==> src/common/ucc_map.svh <==
`ifndef UCC_MAP_SVH
`define UCC_MAP_SVH
// apb byte offsets
`define UCC_A_DATA      8'h00
`define UCC_A_IER       8'h04
`define UCC_A_FCR       8'h08
`define UCC_A_ISR       8'h0c
`define UCC_A_LCR       8'h10
`define UCC_A_MCR       8'h14
`define UCC_A_LSR       8'h18
`define UCC_A_MSR       8'h1c
`define UCC_A_DLL       8'h20
`define UCC_A_DLM       8'h24
`define UCC_A_EFR       8'h28
`define UCC_A_STOP_CHAR_SECOND     8'h2c
`define UCC_A_TXLVL     8'h30
`define UCC_A_RXLVL     8'h34
`define UCC_A_FLWH      8'h38
`define UCC_A_FLWL      8'h3c
`define UCC_A_PRES      8'h40
`define UCC_A_EXTRA_FEATURE_CTRL_ONE     8'h44
`define UCC_A_STAT      8'h48
// field positions
`define UCC_EFR_SPC     5
`define UCC_EFR_ENH     4
`define UCC_IER_RX      0
`define UCC_IER_THR     1
`define UCC_IER_LS      2
`define UCC_IER_MS      3
`define UCC_IER_SLP     4
`define UCC_IER_XOFF    5
`define UCC_FCR_EN      0
`define UCC_FCR_RRST    1
`define UCC_FCR_TRST    2
`define UCC_FCR_DMA     3
`define UCC_MCR_DTR     0
`define UCC_MCR_RTS     1
`define UCC_MCR_OP1     2
`define UCC_MCR_OP2     3
`define UCC_MCR_LOOP    4
`define UCC_MCR_CLK     7
`define UCC_AF1_IGN     4
// interrupt ids and counts
`define UCC_ISR_NONE    6'h01
`define UCC_ISR_LS      6'h06
`define UCC_ISR_RXD     6'h04
`define UCC_ISR_RTO     6'h0c
`define UCC_ISR_THR     6'h02
`define UCC_ISR_MS      6'h00
`define UCC_ISR_SPC     6'h10
`define UCC_DEPTH_NORM  8'd32
`define UCC_DEPTH_EXT   8'd128
`define UCC_TO_CHARS    4
`define UCC_OVS         16
`endif

==> src/common/ucc_pkg.sv <==
package ucc_pkg;
   typedef enum logic [1:0] {
      UCC_IDLE  = 2'b00,
      UCC_START = 2'b01,
      UCC_DATA  = 2'b10,
      UCC_STOP  = 2'b11
   } ucc_ser_t;
   typedef logic [7:0] ucc_byte_t;
endpackage

==> src/ucc_fifo.sv <==
`timescale 1ns/100ps
`include "ucc_map.svh"
module ucc_fifo (
   input  wire logic             pclk,
   input  wire logic             presetn,
   input  wire logic             clr,
   input  wire logic             wr,
   input  wire logic [7:0]       wdata,
   input  wire logic             rd,
   input  wire logic [7:0]       depth,
   output logic      [7:0]       rdata,
   output logic      [7:0]       count
);
   logic [7:0] mem [0:127];
   logic [6:0] wp_r;
   logic [6:0] rp_r;
   logic       do_wr;
   logic       do_rd;
   logic [6:0] head;
   // pointer step; wraps at 32 in normal mode so only the low part of the store is used
   function automatic logic [6:0] ucc_step(input logic [6:0] p, input logic [7:0] d);
      ucc_step = (d == `UCC_DEPTH_NORM) ? {2'b00, p[4:0] + 5'h01} : p + 7'h01;
   endfunction
   assign do_wr = wr && (count < depth);
   assign do_rd = rd && (count != 8'h00);
   assign head  = do_rd ? ucc_step(rp_r, depth) : rp_r;
   always_ff @(posedge pclk) begin
      if (do_wr) begin
         mem[wp_r] <= wdata;
      end
   end
   // registered read port; a write landing on the next head word is passed through,
   // otherwise a reader one cycle after the write would take the stale word
   always_ff @(posedge pclk) begin
      rdata <= (do_wr && wp_r == head) ? wdata : mem[head];
   end
   always_ff @(posedge pclk or negedge presetn) begin
      if (!presetn) begin
         wp_r  <= 7'h00;
         rp_r  <= 7'h00;
         count <= 8'h00;
      end else if (clr) begin
         wp_r  <= 7'h00;
         rp_r  <= 7'h00;
         count <= 8'h00;
      end else begin
         if (do_wr) wp_r <= ucc_step(wp_r, depth);
         if (do_rd) rp_r <= ucc_step(rp_r, depth);
         count <= count + {7'h00, do_wr} - {7'h00, do_rd};
      end
   end
endmodule // ucc_fifo

==> src/ucc_baud.sv <==
`timescale 1ns/100ps
`include "ucc_map.svh"
module ucc_baud (
   input  wire logic             pclk,
   input  wire logic             presetn,
   input  wire logic             run,
   input  wire logic             quad,
   input  wire logic [15:0]      divisor,
   input  wire logic [3:0]       frac,
   output logic                  tick16
);
   // divide by prescaler*(16*N+M)/16 per 16x tick; fraction spread by accumulator
   logic [1:0]  pre_r;
   logic [15:0] cnt_r;
   logic [3:0]  acc_r;
   logic        pre_ok;
   logic [4:0]  acc_sum;
   assign pre_ok  = !quad || (pre_r == 2'h3);
   assign acc_sum = {1'b0, acc_r} + {1'b0, frac};
   always_ff @(posedge pclk or negedge presetn) begin
      if (!presetn) begin
         pre_r  <= 2'h0;
         cnt_r  <= 16'h0000;
         acc_r  <= 4'h0;
         tick16 <= 1'b0;
      end else if (!run || divisor == 16'h0000) begin
         pre_r  <= 2'h0;
         cnt_r  <= 16'h0000;
         tick16 <= 1'b0;
      end else begin
         tick16 <= 1'b0;
         pre_r  <= quad ? pre_r + 2'h1 : 2'h0;
         if (pre_ok) begin
            if (cnt_r == 16'h0000) begin
               tick16 <= 1'b1;
               acc_r  <= acc_sum[3:0];
               // an extra input cycle whenever the fraction accumulator wraps
               cnt_r  <= divisor - (acc_sum[4] ? 16'h0000 : 16'h0001);
            end else begin
               cnt_r <= cnt_r - 16'h0001;
            end
         end
      end
   end
endmodule // ucc_baud

==> src/ucc_core.sv <==
// Added by the designer: the placing of the registers and the APB register port.
`timescale 1ns/100ps
`include "ucc_map.svh"
module ucc_core
   import ucc_pkg::*;
(
   input  wire logic             pclk,
   input  wire logic             presetn,
   input  wire logic             psel,
   input  wire logic             penable,
   input  wire logic             pwrite,
   input  wire logic [7:0]       paddr,
   input  wire logic [31:0]      pwdata,
   output logic      [31:0]      prdata,
   output logic                  pready,
   output logic                  pslverr,
   input  wire logic             rx_pin,
   input  wire logic [3:0]       modem_in_n,
   input  wire logic             other_sleep_en,
   output logic                  tx_pin,
   output logic                  rts_n,
   output logic                  dtr_n,
   output logic                  user_output_one_n,
   output logic                  user_output_two_n,
   output logic                  irq_out,
   output logic                  irq_out_oe,
   output logic                  receive_ready_out_n,
   output logic                  transmit_ready_out_n,
   output logic                  asleep
);
   logic [7:0] ier_r, fcr_r, lcr_r, mcr_r, efr_r, stop_char_second_r, af1_r;
   logic [7:0] dll_r, dlm_r, txl_r, rxl_r, fh_r, fl_r, pres_r;
   logic [1:0] rx_s_r, rx_m_r;
   logic [3:0] md_s_r, md_m_r, md_prev_r;
   logic       thr_pend_r, spc_r, to_r, ovr_r, fe_r, pe_r, msd_r;
   logic       sleep_r, rxr_r, txr_r;
   logic       wr_acc, rd_acc, ext_mode, tick, rx_in, tx_bit;
   logic [7:0] depth, rxcnt, txcnt, rxq, txq, rx_trig, ch_bits, wmask;
   logic [3:0] modem;
   logic [5:0] isr_id;
   logic       rx_push, tx_pop, rx_rd, tx_wr, rx_pop_dat;
   assign wr_acc = psel && penable && pwrite;
   assign rd_acc = psel && penable && !pwrite;
   assign ext_mode = (txl_r | rxl_r | fh_r | fl_r) != 8'h00;
   assign depth = ext_mode ? `UCC_DEPTH_EXT : `UCC_DEPTH_NORM;
   assign rx_rd = rd_acc && paddr == `UCC_A_DATA;
   assign tx_wr = wr_acc && paddr == `UCC_A_DATA;

   function automatic logic [7:0] ucc_lvl(input logic [1:0] s);
      unique case (s)
         2'b00: ucc_lvl = 8'd8;
         2'b01: ucc_lvl = 8'd16;
         2'b10: ucc_lvl = 8'd24;
         2'b11: ucc_lvl = 8'd28;
      endcase
   endfunction
   assign rx_trig = ext_mode ? rxl_r : ucc_lvl(fcr_r[7:6]);
   assign ch_bits = 8'd5 + {6'h00, lcr_r[1:0]};
   assign wmask   = 8'hff >> (3'd3 - {1'b0, lcr_r[1:0]});

   always_ff @(posedge pclk or negedge presetn) begin
      if (!presetn) begin
         ier_r <= 8'h00; fcr_r <= 8'h00; lcr_r <= 8'h00; mcr_r <= 8'h00;
         efr_r <= 8'h00; stop_char_second_r <= 8'h00; af1_r <= 8'h00; dll_r <= 8'h00;
         dlm_r <= 8'h00; txl_r <= 8'h00; rxl_r <= 8'h00; fh_r <= 8'h00;
         fl_r <= 8'h00; pres_r <= 8'h00;
      end else if (wr_acc) begin
         unique case (paddr)
            `UCC_A_IER:   ier_r   <= pwdata[7:0];
            `UCC_A_FCR:   fcr_r   <= pwdata[7:0] & 8'hf9;
            `UCC_A_LCR:   lcr_r   <= pwdata[7:0];
            `UCC_A_MCR:   mcr_r   <= pwdata[7:0];
            `UCC_A_DLL:   dll_r   <= pwdata[7:0];
            `UCC_A_DLM:   dlm_r   <= pwdata[7:0];
            `UCC_A_EFR:   efr_r   <= pwdata[7:0];
            `UCC_A_STOP_CHAR_SECOND: stop_char_second_r <= pwdata[7:0];
            `UCC_A_TXLVL: txl_r   <= pwdata[7:0];
            `UCC_A_RXLVL: rxl_r   <= pwdata[7:0];
            `UCC_A_FLWH:  fh_r    <= pwdata[7:0];
            `UCC_A_FLWL:  fl_r    <= pwdata[7:0];
            `UCC_A_PRES:  pres_r  <= {4'h0, pwdata[3:0]};
            `UCC_A_EXTRA_FEATURE_CTRL_ONE: af1_r   <= pwdata[7:0];
            default: ;
         endcase
      end
   end

   // pin synchronisers
   always_ff @(posedge pclk or negedge presetn) begin
      if (!presetn) begin
         rx_m_r <= 2'b11; rx_s_r <= 2'b11; md_m_r <= 4'hf; md_s_r <= 4'hf;
      end else begin
         rx_m_r <= {rx_m_r[0], rx_pin};
         rx_s_r <= {rx_s_r[0], rx_m_r[1]};
         md_m_r <= modem_in_n;
         md_s_r <= md_m_r;
      end
   end
   // loopback: cts,dsr,cd,ri <- rts,dtr,out2,out1 (active low pins)
   assign modem = mcr_r[`UCC_MCR_LOOP] ?
                  ~{mcr_r[`UCC_MCR_OP1], mcr_r[`UCC_MCR_OP2],
                    mcr_r[`UCC_MCR_DTR], mcr_r[`UCC_MCR_RTS]} : md_s_r;
   assign rx_in = mcr_r[`UCC_MCR_LOOP] ? tx_bit : rx_s_r[1];

   // sleep gates the baud generator, which stops both serial engines
   ucc_baud u_baud (
      .pclk    (pclk),
      .presetn (presetn),
      .run     (!sleep_r),
      .quad    (mcr_r[`UCC_MCR_CLK]),
      .divisor ({dlm_r, dll_r}),
      .frac    (pres_r[3:0]),
      .tick16  (tick)
   );

   // transmitter
   ucc_ser_t   ts_r;
   logic [3:0] tph_r;
   logic [3:0] tbit_r;
   logic [7:0] tsh_r;
   assign tx_pop = ts_r == UCC_IDLE && tick && txcnt != 8'h00;
   always_ff @(posedge pclk or negedge presetn) begin
      if (!presetn) begin
         ts_r <= UCC_IDLE; tph_r <= 4'h0; tbit_r <= 4'h0; tsh_r <= 8'h00; tx_bit <= 1'b1;
      end else if (tick) begin
         tph_r <= tph_r + 4'h1;
         unique case (ts_r)
            UCC_IDLE: begin
               tph_r <= 4'h0;
               if (txcnt != 8'h00) begin
                  ts_r <= UCC_START; tsh_r <= txq; tx_bit <= 1'b0;
               end
            end
            UCC_START: if (tph_r == 4'hf) begin
               ts_r <= UCC_DATA; tbit_r <= 4'h0; tx_bit <= tsh_r[0];
            end
            UCC_DATA: if (tph_r == 4'hf) begin
               tsh_r  <= {1'b0, tsh_r[7:1]};
               tbit_r <= tbit_r + 4'h1;
               if (tbit_r == ch_bits[3:0] - 4'h1) begin
                  ts_r <= UCC_STOP; tx_bit <= 1'b1;
               end else begin
                  tx_bit <= tsh_r[1];
               end
            end
            UCC_STOP: if (tph_r == 4'hf) ts_r <= UCC_IDLE;
         endcase
      end
   end

   // receiver: samples at mid-bit, stop centre pushes the byte
   ucc_ser_t   rs_r;
   logic [3:0] rph_r, rbit_r;
   logic [7:0] rsh_r;
   logic       stop_mid, match;
   assign stop_mid = tick && rs_r == UCC_STOP && rph_r == 4'h7;
   assign match    = ((rsh_r ^ stop_char_second_r) & wmask) == 8'h00;
   // every character is stored while the fifo has room; a match only adds the flag
   assign rx_push  = stop_mid;
   always_ff @(posedge pclk or negedge presetn) begin
      if (!presetn) begin
         rs_r <= UCC_IDLE; rph_r <= 4'h0; rbit_r <= 4'h0; rsh_r <= 8'h00;
      end else if (tick) begin
         rph_r <= rph_r + 4'h1;
         unique case (rs_r)
            UCC_IDLE: begin
               rph_r <= 4'h0;
               if (!rx_in) rs_r <= UCC_START;
            end
            UCC_START: if (rph_r == 4'h7) begin
               if (rx_in) rs_r <= UCC_IDLE;
               rph_r <= 4'h8; rbit_r <= 4'h0; rsh_r <= 8'h00;
               if (!rx_in) rs_r <= UCC_DATA;
            end
            UCC_DATA: if (rph_r == 4'h7) begin
               // each bit enters at the top of the word, so short words end lsb-aligned
               rsh_r  <= {1'b0, rsh_r[7:1]} | ({7'h00, rx_in} << (ch_bits - 8'd1));
               rbit_r <= rbit_r + 4'h1;
               if (rbit_r == ch_bits[3:0] - 4'h1) rs_r <= UCC_STOP;
            end
            UCC_STOP: if (rph_r == 4'h7) rs_r <= UCC_IDLE;
         endcase
      end
   end
   ucc_fifo u_rxf (
      .pclk (pclk), .presetn (presetn), .clr (wr_acc && paddr == `UCC_A_FCR &&
             pwdata[`UCC_FCR_RRST]),
      .wr (rx_push), .wdata (rsh_r), .rd (rx_rd), .depth (depth),
      .rdata (rxq), .count (rxcnt)
   );
   ucc_fifo u_txf (
      .pclk (pclk), .presetn (presetn), .clr (wr_acc && paddr == `UCC_A_FCR &&
             pwdata[`UCC_FCR_TRST]),
      .wr (tx_wr), .wdata (pwdata[7:0]), .rd (tx_pop), .depth (depth),
      .rdata (txq), .count (txcnt)
   );

   // time-out: 4 chars of 16x ticks; stop length 1 or 2 (also 2 for 5-bit words)
   logic [11:0] to_cnt_r;
   logic [11:0] to_lim;
   assign to_lim = 12'(`UCC_TO_CHARS * `UCC_OVS) * ({4'h0, ch_bits} + 12'd1 +
                   {11'h0, lcr_r[3]} + (lcr_r[2] ? 12'd2 : 12'd1));
   always_ff @(posedge pclk or negedge presetn) begin
      if (!presetn) begin
         to_cnt_r <= 12'h000; to_r <= 1'b0;
      end else if (rxcnt == 8'h00 || stop_mid || rx_rd) begin
         to_cnt_r <= 12'h000; to_r <= 1'b0;
      end else if (tick && to_cnt_r != to_lim) begin
         to_cnt_r <= to_cnt_r + 12'h001;
         if (to_cnt_r + 12'h001 == to_lim) to_r <= 1'b1;
      end
   end

   // sticky sources; set wins over clear
   always_ff @(posedge pclk or negedge presetn) begin
      if (!presetn) begin
         thr_pend_r <= 1'b1; spc_r <= 1'b0; msd_r <= 1'b0; md_prev_r <= 4'hf;
         ovr_r <= 1'b0;
      end else begin
         md_prev_r <= modem;
         if (tx_wr || (rd_acc && paddr == `UCC_A_ISR && isr_id == `UCC_ISR_THR))
            thr_pend_r <= 1'b0;
         if (tx_pop && txcnt == 8'h01) thr_pend_r <= 1'b1;
         if (rd_acc && paddr == `UCC_A_ISR && isr_id == `UCC_ISR_SPC) spc_r <= 1'b0;
         if (rx_push && efr_r[`UCC_EFR_SPC] && match) spc_r <= 1'b1;
         if (rd_acc && paddr == `UCC_A_MSR) msd_r <= 1'b0;
         if (modem != md_prev_r) msd_r <= 1'b1;
         if (rd_acc && paddr == `UCC_A_LSR) ovr_r <= 1'b0;
         if (rx_push && rxcnt >= depth) ovr_r <= 1'b1;
      end
   end
   always_comb begin
      if (ier_r[`UCC_IER_LS] && ovr_r)                       isr_id = `UCC_ISR_LS;
      else if (ier_r[`UCC_IER_RX] && to_r)                   isr_id = `UCC_ISR_RTO;
      else if (ier_r[`UCC_IER_RX] && rxcnt >= rx_trig)       isr_id = `UCC_ISR_RXD;
      else if (ier_r[`UCC_IER_THR] && thr_pend_r)            isr_id = `UCC_ISR_THR;
      else if (ier_r[`UCC_IER_MS] && msd_r)                  isr_id = `UCC_ISR_MS;
      else if (ier_r[`UCC_IER_XOFF] && spc_r)                isr_id = `UCC_ISR_SPC;
      else                                                   isr_id = `UCC_ISR_NONE;
   end

   // dma ready pins, active low outputs
   always_ff @(posedge pclk or negedge presetn) begin
      if (!presetn) begin
         rxr_r <= 1'b1; txr_r <= 1'b0;
      end else if (!fcr_r[`UCC_FCR_DMA]) begin
         rxr_r <= rxcnt == 8'h00;
         txr_r <= txcnt != 8'h00;
      end else begin
         if (rxcnt >= rx_trig || to_r) rxr_r <= 1'b0;
         if (rxcnt == 8'h00) rxr_r <= 1'b1;
         if (txcnt < depth) txr_r <= 1'b0;
         if (txcnt >= depth) txr_r <= 1'b1;
      end
   end

   // sleep
   logic [11:0] idle_r;
   logic        can_sleep, wake;
   assign wake = !rx_in || tx_wr || modem != md_prev_r;
   assign can_sleep = efr_r[`UCC_EFR_ENH] && ier_r[`UCC_IER_SLP] &&
                      other_sleep_en &&
                      (af1_r[`UCC_AF1_IGN] || idle_r == to_lim) &&
                      txcnt == 8'h00 && ts_r == UCC_IDLE && rxcnt == 8'h00 &&
                      rs_r == UCC_IDLE &&                // a character in flight is unread data
                      isr_id == `UCC_ISR_NONE;
   always_ff @(posedge pclk or negedge presetn) begin
      if (!presetn) begin
         idle_r <= 12'h000; sleep_r <= 1'b0;
      end else begin
         if (!rx_in || modem != md_prev_r) idle_r <= 12'h000;
         else if (tick && idle_r != to_lim) idle_r <= idle_r + 12'h001;
         sleep_r <= !wake && (sleep_r ? ier_r[`UCC_IER_SLP] : can_sleep);
      end
   end

   // outputs and apb
   always_ff @(posedge pclk or negedge presetn) begin
      if (!presetn) begin
         tx_pin <= 1'b1; rts_n <= 1'b1; dtr_n <= 1'b1; user_output_one_n <= 1'b1;
         user_output_two_n <= 1'b1; irq_out <= 1'b0; irq_out_oe <= 1'b1;
         receive_ready_out_n <= 1'b1; transmit_ready_out_n <= 1'b0; asleep <= 1'b0;
         prdata <= 32'h0; pready <= 1'b0; pslverr <= 1'b0;
      end else begin
         tx_pin <= mcr_r[`UCC_MCR_LOOP] ? 1'b1 : tx_bit;
         rts_n  <= mcr_r[`UCC_MCR_LOOP] | ~mcr_r[`UCC_MCR_RTS];
         dtr_n  <= mcr_r[`UCC_MCR_LOOP] | ~mcr_r[`UCC_MCR_DTR];
         user_output_one_n <= ~mcr_r[`UCC_MCR_OP1];
         user_output_two_n <= ~mcr_r[`UCC_MCR_OP2];
         irq_out    <= isr_id != `UCC_ISR_NONE;
         irq_out_oe <= !mcr_r[`UCC_MCR_LOOP];
         receive_ready_out_n  <= rxr_r;
         transmit_ready_out_n <= txr_r;
         asleep <= sleep_r;
         pready <= psel && !penable;
         pslverr <= 1'b0;
         prdata <= 32'h0;
         if (psel && !penable && !pwrite) begin
            unique case (paddr)
               `UCC_A_DATA:  prdata[7:0] <= rxq;
               `UCC_A_IER:   prdata[7:0] <= ier_r;
               `UCC_A_FCR:   prdata[7:0] <= fcr_r;
               `UCC_A_ISR:   prdata[7:0] <= {fcr_r[`UCC_FCR_EN], fcr_r[`UCC_FCR_EN], isr_id};
               `UCC_A_LCR:   prdata[7:0] <= lcr_r;
               `UCC_A_MCR:   prdata[7:0] <= mcr_r;
               `UCC_A_LSR:   prdata[7:0] <= {1'b0, txcnt == 8'h00 && ts_r == UCC_IDLE,
                                             txcnt == 8'h00, 3'b000, ovr_r, rxcnt != 8'h00};
               `UCC_A_MSR:   prdata[7:0] <= {~modem[2], ~modem[3], ~modem[1], ~modem[0],
                                             3'b000, msd_r};
               `UCC_A_DLL:   prdata[7:0] <= dll_r;
               `UCC_A_DLM:   prdata[7:0] <= dlm_r;
               `UCC_A_EFR:   prdata[7:0] <= efr_r;
               `UCC_A_STOP_CHAR_SECOND: prdata[7:0] <= stop_char_second_r;
               `UCC_A_TXLVL: prdata[7:0] <= txl_r;
               `UCC_A_RXLVL: prdata[7:0] <= rxl_r;
               `UCC_A_FLWH:  prdata[7:0] <= fh_r;
               `UCC_A_FLWL:  prdata[7:0] <= fl_r;
               `UCC_A_PRES:  prdata[7:0] <= pres_r;
               `UCC_A_EXTRA_FEATURE_CTRL_ONE: prdata[7:0] <= af1_r;
               `UCC_A_STAT:  prdata[15:0] <= {txcnt, rxcnt};
               default:      pslverr <= 1'b1;
            endcase
         end else if (psel && !penable) begin
            pslverr <= paddr > `UCC_A_STAT || paddr[1:0] != 2'b00;
         end
      end
   end
endmodule // ucc_core

==> config.mk <==
export PLATFORM = sky130hd
export DESIGN_NAME = ucc_core
export DESIGN_NICKNAME = d
export VERILOG_FILES = /design/src/common/ucc_pkg.sv /design/src/ucc_fifo.sv /design/src/ucc_baud.sv /design/src/ucc_core.sv
export VERILOG_INCLUDE_DIRS = /design/src /design/src/common
export SDC_FILE = /design/constraint.sdc
export NUM_CORES = 2
export LEC_CHECK = 0
export BUFFER_PORTS_ARGS = -buffer_cell sky130_fd_sc_hd__clkbuf_2
export CAP_MARGIN = 0
export CORE_MARGIN = 2
export CORE_UTILIZATION = 60
export CTS_CLUSTER_DIAMETER = 40
export DETAILED_ROUTE_END_ITERATION = 12
export PLACE_DENSITY = 0.76
export SLEW_MARGIN = 20
export SYNTH_ARGS = -nofsm -noshare
export SYNTH_HDL_FRONTEND = slang
export SYNTH_SLANG_ARGS = --single-unit
==> constraint.sdc <==
create_clock -name pclk -period 4.3 [get_ports pclk]
set_clock_uncertainty 0.15 [all_clocks]
set_input_delay 0.43 -clock pclk [delete_from_list [all_inputs] [get_ports pclk]]
set_output_delay 0.43 -clock pclk [all_outputs]
set_load 0.01 [all_outputs]
---- Word-level counts from Yosys, hierarchy flattened ----
Memories as Yosys holds them, arrays and structs flattened. A register that Yosys moved wholly into a read port is not among the register bits.
Index checks and enable logic that the tools add are counted.
operators by class
  bitwise logic cells ..................... 18
  add/subtract/negate cells ............... 29
  reduce and logical (&&, ||, !) cells .... 112
  order comparisons ....................... 6
  multiplexer cells ....................... 101
  eq/ne operators ......................... 55
  shift-type cells ........................ 2
operator list
  operator               number
  $pmux 8 s19            1
  $mux 7                 12
  $eq 8x6->1 const B     9
  $mux 8                 9
  $mux 16                4
  $mux 12                4
  $logic_and 1x1->1      45
  $mux 1                 35
  $eq 8x5->1 const B     4
  $logic_not 16->1       2
  $logic_not 8->1        4
  $pmux 8 s2             2
  $pmux 8 s4             1
  $mux 5                 6
  $reduce_and 2->1       15
  $add 7x1->7 const B    4
  $mux 2                 14
  $mux 4                 7
  $reduce_bool 2->1      14
  $add 12x1->12 const B  2
  $eq 12x12->1           2
  $eq 8x7->1 const B     3
  $ge 8x8->1             3
  $ne 12x12->1           2
  55 further kinds       119
word-level totals
  input port bits ......................... 51
  bits in writable memories ............... 2,048
  register bits after elaboration ......... 286
  output and inout bits ................... 44
  memories ................................ 2
memories
  name       depth  width  read ports  clocked after memory_dff  wr ports  RTL line        RTL
  u_rxf.mem  128    8      1           1                         1         ucc_fifo.sv:14  logic [7:0] mem [0:127];
  u_txf.mem  128    8      1           1                         1         ucc_fifo.sv:14

---- Depth between registers and ports, before layout ----
  word-level depth ........................ 15
  depth in mapped cells ................... 18
  depth with buffers taken out ............ 17

---- By module ----
Synthesis repeated with hierarchy kept, for this count alone.
second synthesis, totals
  cells, all modules ...................... 5,419
  area, all modules ....................... 96,050.9 um^2
modules (own cells, without submodules)
  module             times used  sequential area each (um^2)  cells an instance  area an instance (um^2)
  ucc_fifo at u_txf  1           31,440.2                     2,068              41,412.2
  ucc_fifo at u_rxf  1           31,440.2                     2,058              41,205.8
  ucc_core           1           5,512.8                      1,091              11,599.9
  ucc_baud           1           575.6                        202                1,833.0

---- Least setup slack after synthesis ----
No wires, ideal clock.
  path type ............................... register to register
  from .................................... register rxl_r[3]
  to ...................................... memory u_rxf.mem[103][0] (enable)
  setup slack ............................. 0.760 ns
  arrival time ............................ 3.020 ns
  cell stages (with the launch flop) ...... 12
  path buffers ............................ 2
  required time ........................... 3.780 ns
  path through ............................ dfrtp_1 -> nor4_1 -> nand4_1 -> nor2_1 -> clkbuf_1 -> ha_1 -> a21oi_1 -> nand2_1 -> nor2_1 -> nand3_1 -> clkbuf_1 -> nor2_1
on the way
  word-level cells in the longest chain between the ends .. 9
ends and longest elaborated chain
  element                       RTL line        RTL
  from (decl)                   ucc_core.sv:32  logic [7:0] dll_r, dlm_r, txl_r, rxl_r, fh_r, fl_r, pres_r;
  from (signal assigned)        ucc_core.sv:78  `UCC_A_RXLVL: rxl_r <= pwdata[7:0];
  $or 8x8->8 (3 in series)      ucc_core.sv:44  assign ext_mode = (txl_r | rxl_r | fh_r | fl_r) != 8'h00;
  $reduce_bool 8->1             ucc_core.sv:44
  $mux 8 (no line)              -
  $lt 8x8->1                    ucc_fifo.sv:24  assign do_wr = wr && (count < depth);
  $logic_and 1x1->1             ucc_fifo.sv:24
  $mux 1                        ucc_fifo.sv:28  if (do_wr) begin
  $mux 1 (implied by the code)  ucc_fifo.sv:29  mem[wp_r] <= wdata;
  to (decl)                     ucc_fifo.sv:14
Every way passes these cells.

---- Worst setup path after layout ----
  from .................................... register fh_r[5]
  to ...................................... memory u_txf.mem[34][2] (enable)
on the way
  word-level cells in the longest chain between the ends .. 8
ends and longest elaborated chain
  element                       RTL line        RTL
  from (decl)                   ucc_core.sv:32
  from (signal assigned)        ucc_core.sv:79  `UCC_A_FLWH: fh_r <= pwdata[7:0];
  $or 8x8->8 (2 in series)      ucc_core.sv:44
  $reduce_bool 8->1             ucc_core.sv:44
  $mux 8 (no line)              -
  $lt 8x8->1                    ucc_fifo.sv:24
  $logic_and 1x1->1             ucc_fifo.sv:24
  $mux 1                        ucc_fifo.sv:28
  $mux 1 (implied by the code)  ucc_fifo.sv:29
  to (decl)                     ucc_fifo.sv:14
Every way passes these cells.

==> impl_metrics.toml <==
[drt]
wl_met1_um = 89800
top_layer = "met5"
vias = 52600
routedWlPerCell_um = 30.5
drt-total-wl_um = 242000
ant_nets = 0
drt_iter0_drc = 6816
vias_per_cell = 6.64
drc = 0
routed-wl-met3_um = 22700
wl_met2_um = 120000
firstDrtPassIters = 7

[clock_network]
cts-buffers-inserted = 296
clk_pin_slew_ps = 60
htreeDepth = 5
root_buffer = "clkbuf_16"
clock_path_buffers = 4
tritoncts = "built"
clk_latency_ps = 920
cts_sinks = 2348

[floorplan]
initial_utilization_pct = 60.3
rows = 146
die_w_um = 402
io_pins = 95
dieArea_um2 = 162000
core-area_um2 = 158000
die_h_um = 402

[critical_path]
crit_chain = "nor4_1, nand4_1, nor2_2, buf_4, ha_1, nand2_1, a211oi_4, and2b_2, nand3b_2, buf_4, nor2_1, buf_4"
cpLargestDelayFamily = "simple AND/OR/NAND/NOR gates"
cp_data_arrival_time_ps = 4560
cp_max_fo = 10
crit_type = "reg2reg"
cp-start-kind = "flop"
crit_slowest_cell = "dfrtp_1"
critPathBufInv = 3
crit_top_cell = "buf_4"
cp_data_required_time_ps = 4730
end_kind = "flop"
cp_slowest_stage_delay_ps = 390

[sta]
hold_violations = 0
finalSetupViolCount = 0
worst_pin_slew_ps = 1160
rsz0062_at_grt = "false"
final_max_slew_viol_count = 0
relSlewSlack_pct = 22.4
fin_crit_ps = 4130
tns_ps = 0
fin_crit_sh_pct = 96.0
max_freq_ghz = 0.242

[logic_synthesis]
synth-async-reset-ratio_pct = 12.2
synth_cell_type_count = 105
seq_area_frac_synth_pct = 72.4
netlist_area_um2 = 95200
synth.ff_latch_count = 2348
synth_cells = 5057
synthFlopType = "edfxtp_1"
avgSynthCellArea_um2 = 18.8
synth_edf_count = 2048
yosysWarningCount = 0

[outcome]
outcome = "finished, final reports clean"

[pwr]
p_per_area_nw_per_um2 = 462
p_leak_nw = 37.0
ir_drop_mv = 0.498
finalPower_mw = 51.1

[worst_hold_path]
hold_class = "in2reg"

[placed_design]
port_buffers = 54
dp_hpwl_um = 145000
gp_congestion = 0.981

[final_layout]
regArea_um2 = 69000
multi_input_area_um2 = 24600
fin_util_pct = 69.9
diodes = 0
nFillCells = 9182
final_nets = 5766
final_layout_size_suffix_gt1_share_pct = 29.7
syn2layout_area_growth_pct = 16.0

[global_route]
grt_pass1_vias = 53700
grt_max_degree = 116
grt_pass1_wl_um = 358000
grt_antenna_before_repair = 4
grt_usage_pct = 30.2
gr-total-overflow = 0

[job]
maxCapViolCount = 0
[area by class of cell]
type                       instances  area share, %
tap                             2072           2.35
clock buffer                     350           7.08
multi-input combinational       2376           22.3
sequential                      2348           62.5
clock inverter                   164           1.53
timing repair buffer             545           4.00
inverter                          76          0.258
[worst paths after layout]
kind,cells after the start,slack (ps),endpoint,from
setup / recovery,12,170,u_txf.mem[34][2],fh_r[5]
hold / removal,1,20,u_txf.mem[31][5],pwdata[5]
setup reg to reg,12,170,u_txf.mem[34][2],fh_r[5]
hold reg to reg,0,200,rx_s_r[0],rx_m_r[1]
max in group asynchronous,3,2870,u_rxf.count[3],presetn
min in group asynchronous,2,50,to_cnt_r[1],presetn
[routing by layer]
layer	global-route usage (%)	vias up
li1	-	21600
met1	41.0	27200
met2	48.9	3194
met3	6.06	607
met4	11.6	6
met5	0	-
[per-stage QoR]
step	worst slack (ps)	cells	cell area, µm²	hold slack (ps)
floorplan	760	5072	95300	-15.6
CTS	19.8	7919	110000	2.95
detailed placement	37.8	7383	101000	186
global placement	3.48	7383	101000	186
global route	22.9	7931	110000	35.9
finish	173	7931	110000	20.3
[Yosys cell counts (all sizes together) (15+ instances only)]
library cell,instances,area (µm²)
edfxtp,2048,61500
mux4,570,12900
nor2,411,1550
dfrtp,260,6510
nand2,204,768
buf,156,1030
mux2,117,1320
clkbuf,116,455
o21ai,111,556
a21oi,80,400
inv,74,278
mux2i,73,731
nand3,72,365
ha,67,838
nor2b,51,319
xor2,50,438
a22oi,47,353
nand4,47,300
xnor2,46,403
nor3,32,175
nor4,28,211
dfstp,26,683
a31oi,25,156
and3,24,150
o211ai,22,165
o22ai,22,138
a22o,19,166
a211oi,18,148
a221oi,16,146
and2,16,100
nand3b,15,145
[flip-flops by register name, summed over array words and instances (netlist names), 12 cells and up, named ones only]
name,count
u_rxf.mem,1024
prdata,16
u_baud.cnt_r,16
idle_r,12
to_cnt_r,12
u_txf.mem,1024
[cell families (layout without fill, tap and decap cells)]
logic type                 count (synthesis)  in the layout  synth area share [%]
and+or+nand+nor                          972            972                  4.91
DFF                                     2348           2348                  72.4
buffers and inverters                    348           1135                  1.86
other                                      1             16               0.00394
adders and majority gates                 72             72                 0.985
AOI/OAI and AO/OA                        458            458                  3.25
muxes                                    760            760                  15.6
xor gates and xnor gates                  98             98                 0.930
[timing repair]
action,CTS,global route
hold buffers,22,1
setup endpoints to repair,0,504
setup buffers,0,10
gates resized for setup,0,5
hold endpoints to repair,247,40
[where the power goes]
part	total, mW	internal, mW	switching [mW]
logic	1.90	0.742	1.16
clock network	24.1	14.5	9.62
registers	25.1	24.8	0.240
[cell usage in the layout, fill, tap and decap left out, types with 50 or more instances in the layout]
cell type | synthesis | layout
edfxtp_1 | 2048 | 2048
mux4_2 | 565 | 565
buf_4 | 41 | 446
nor2_1 | 410 | 408
clkbuf_16 | 0 | 304
dfrtp_1 | 260 | 252
nand2_1 | 203 | 202
mux2_2 | 117 | 117
o21ai_0 | 110 | 110
a21oi_1 | 80 | 80
inv_1 | 74 | 74
mux2i_1 | 73 | 73
nand3_1 | 71 | 71
ha_1 | 67 | 67
nor2b_1 | 51 | 51
xor2_1 | 50 | 50
Power figures use the tool's default switching activity.
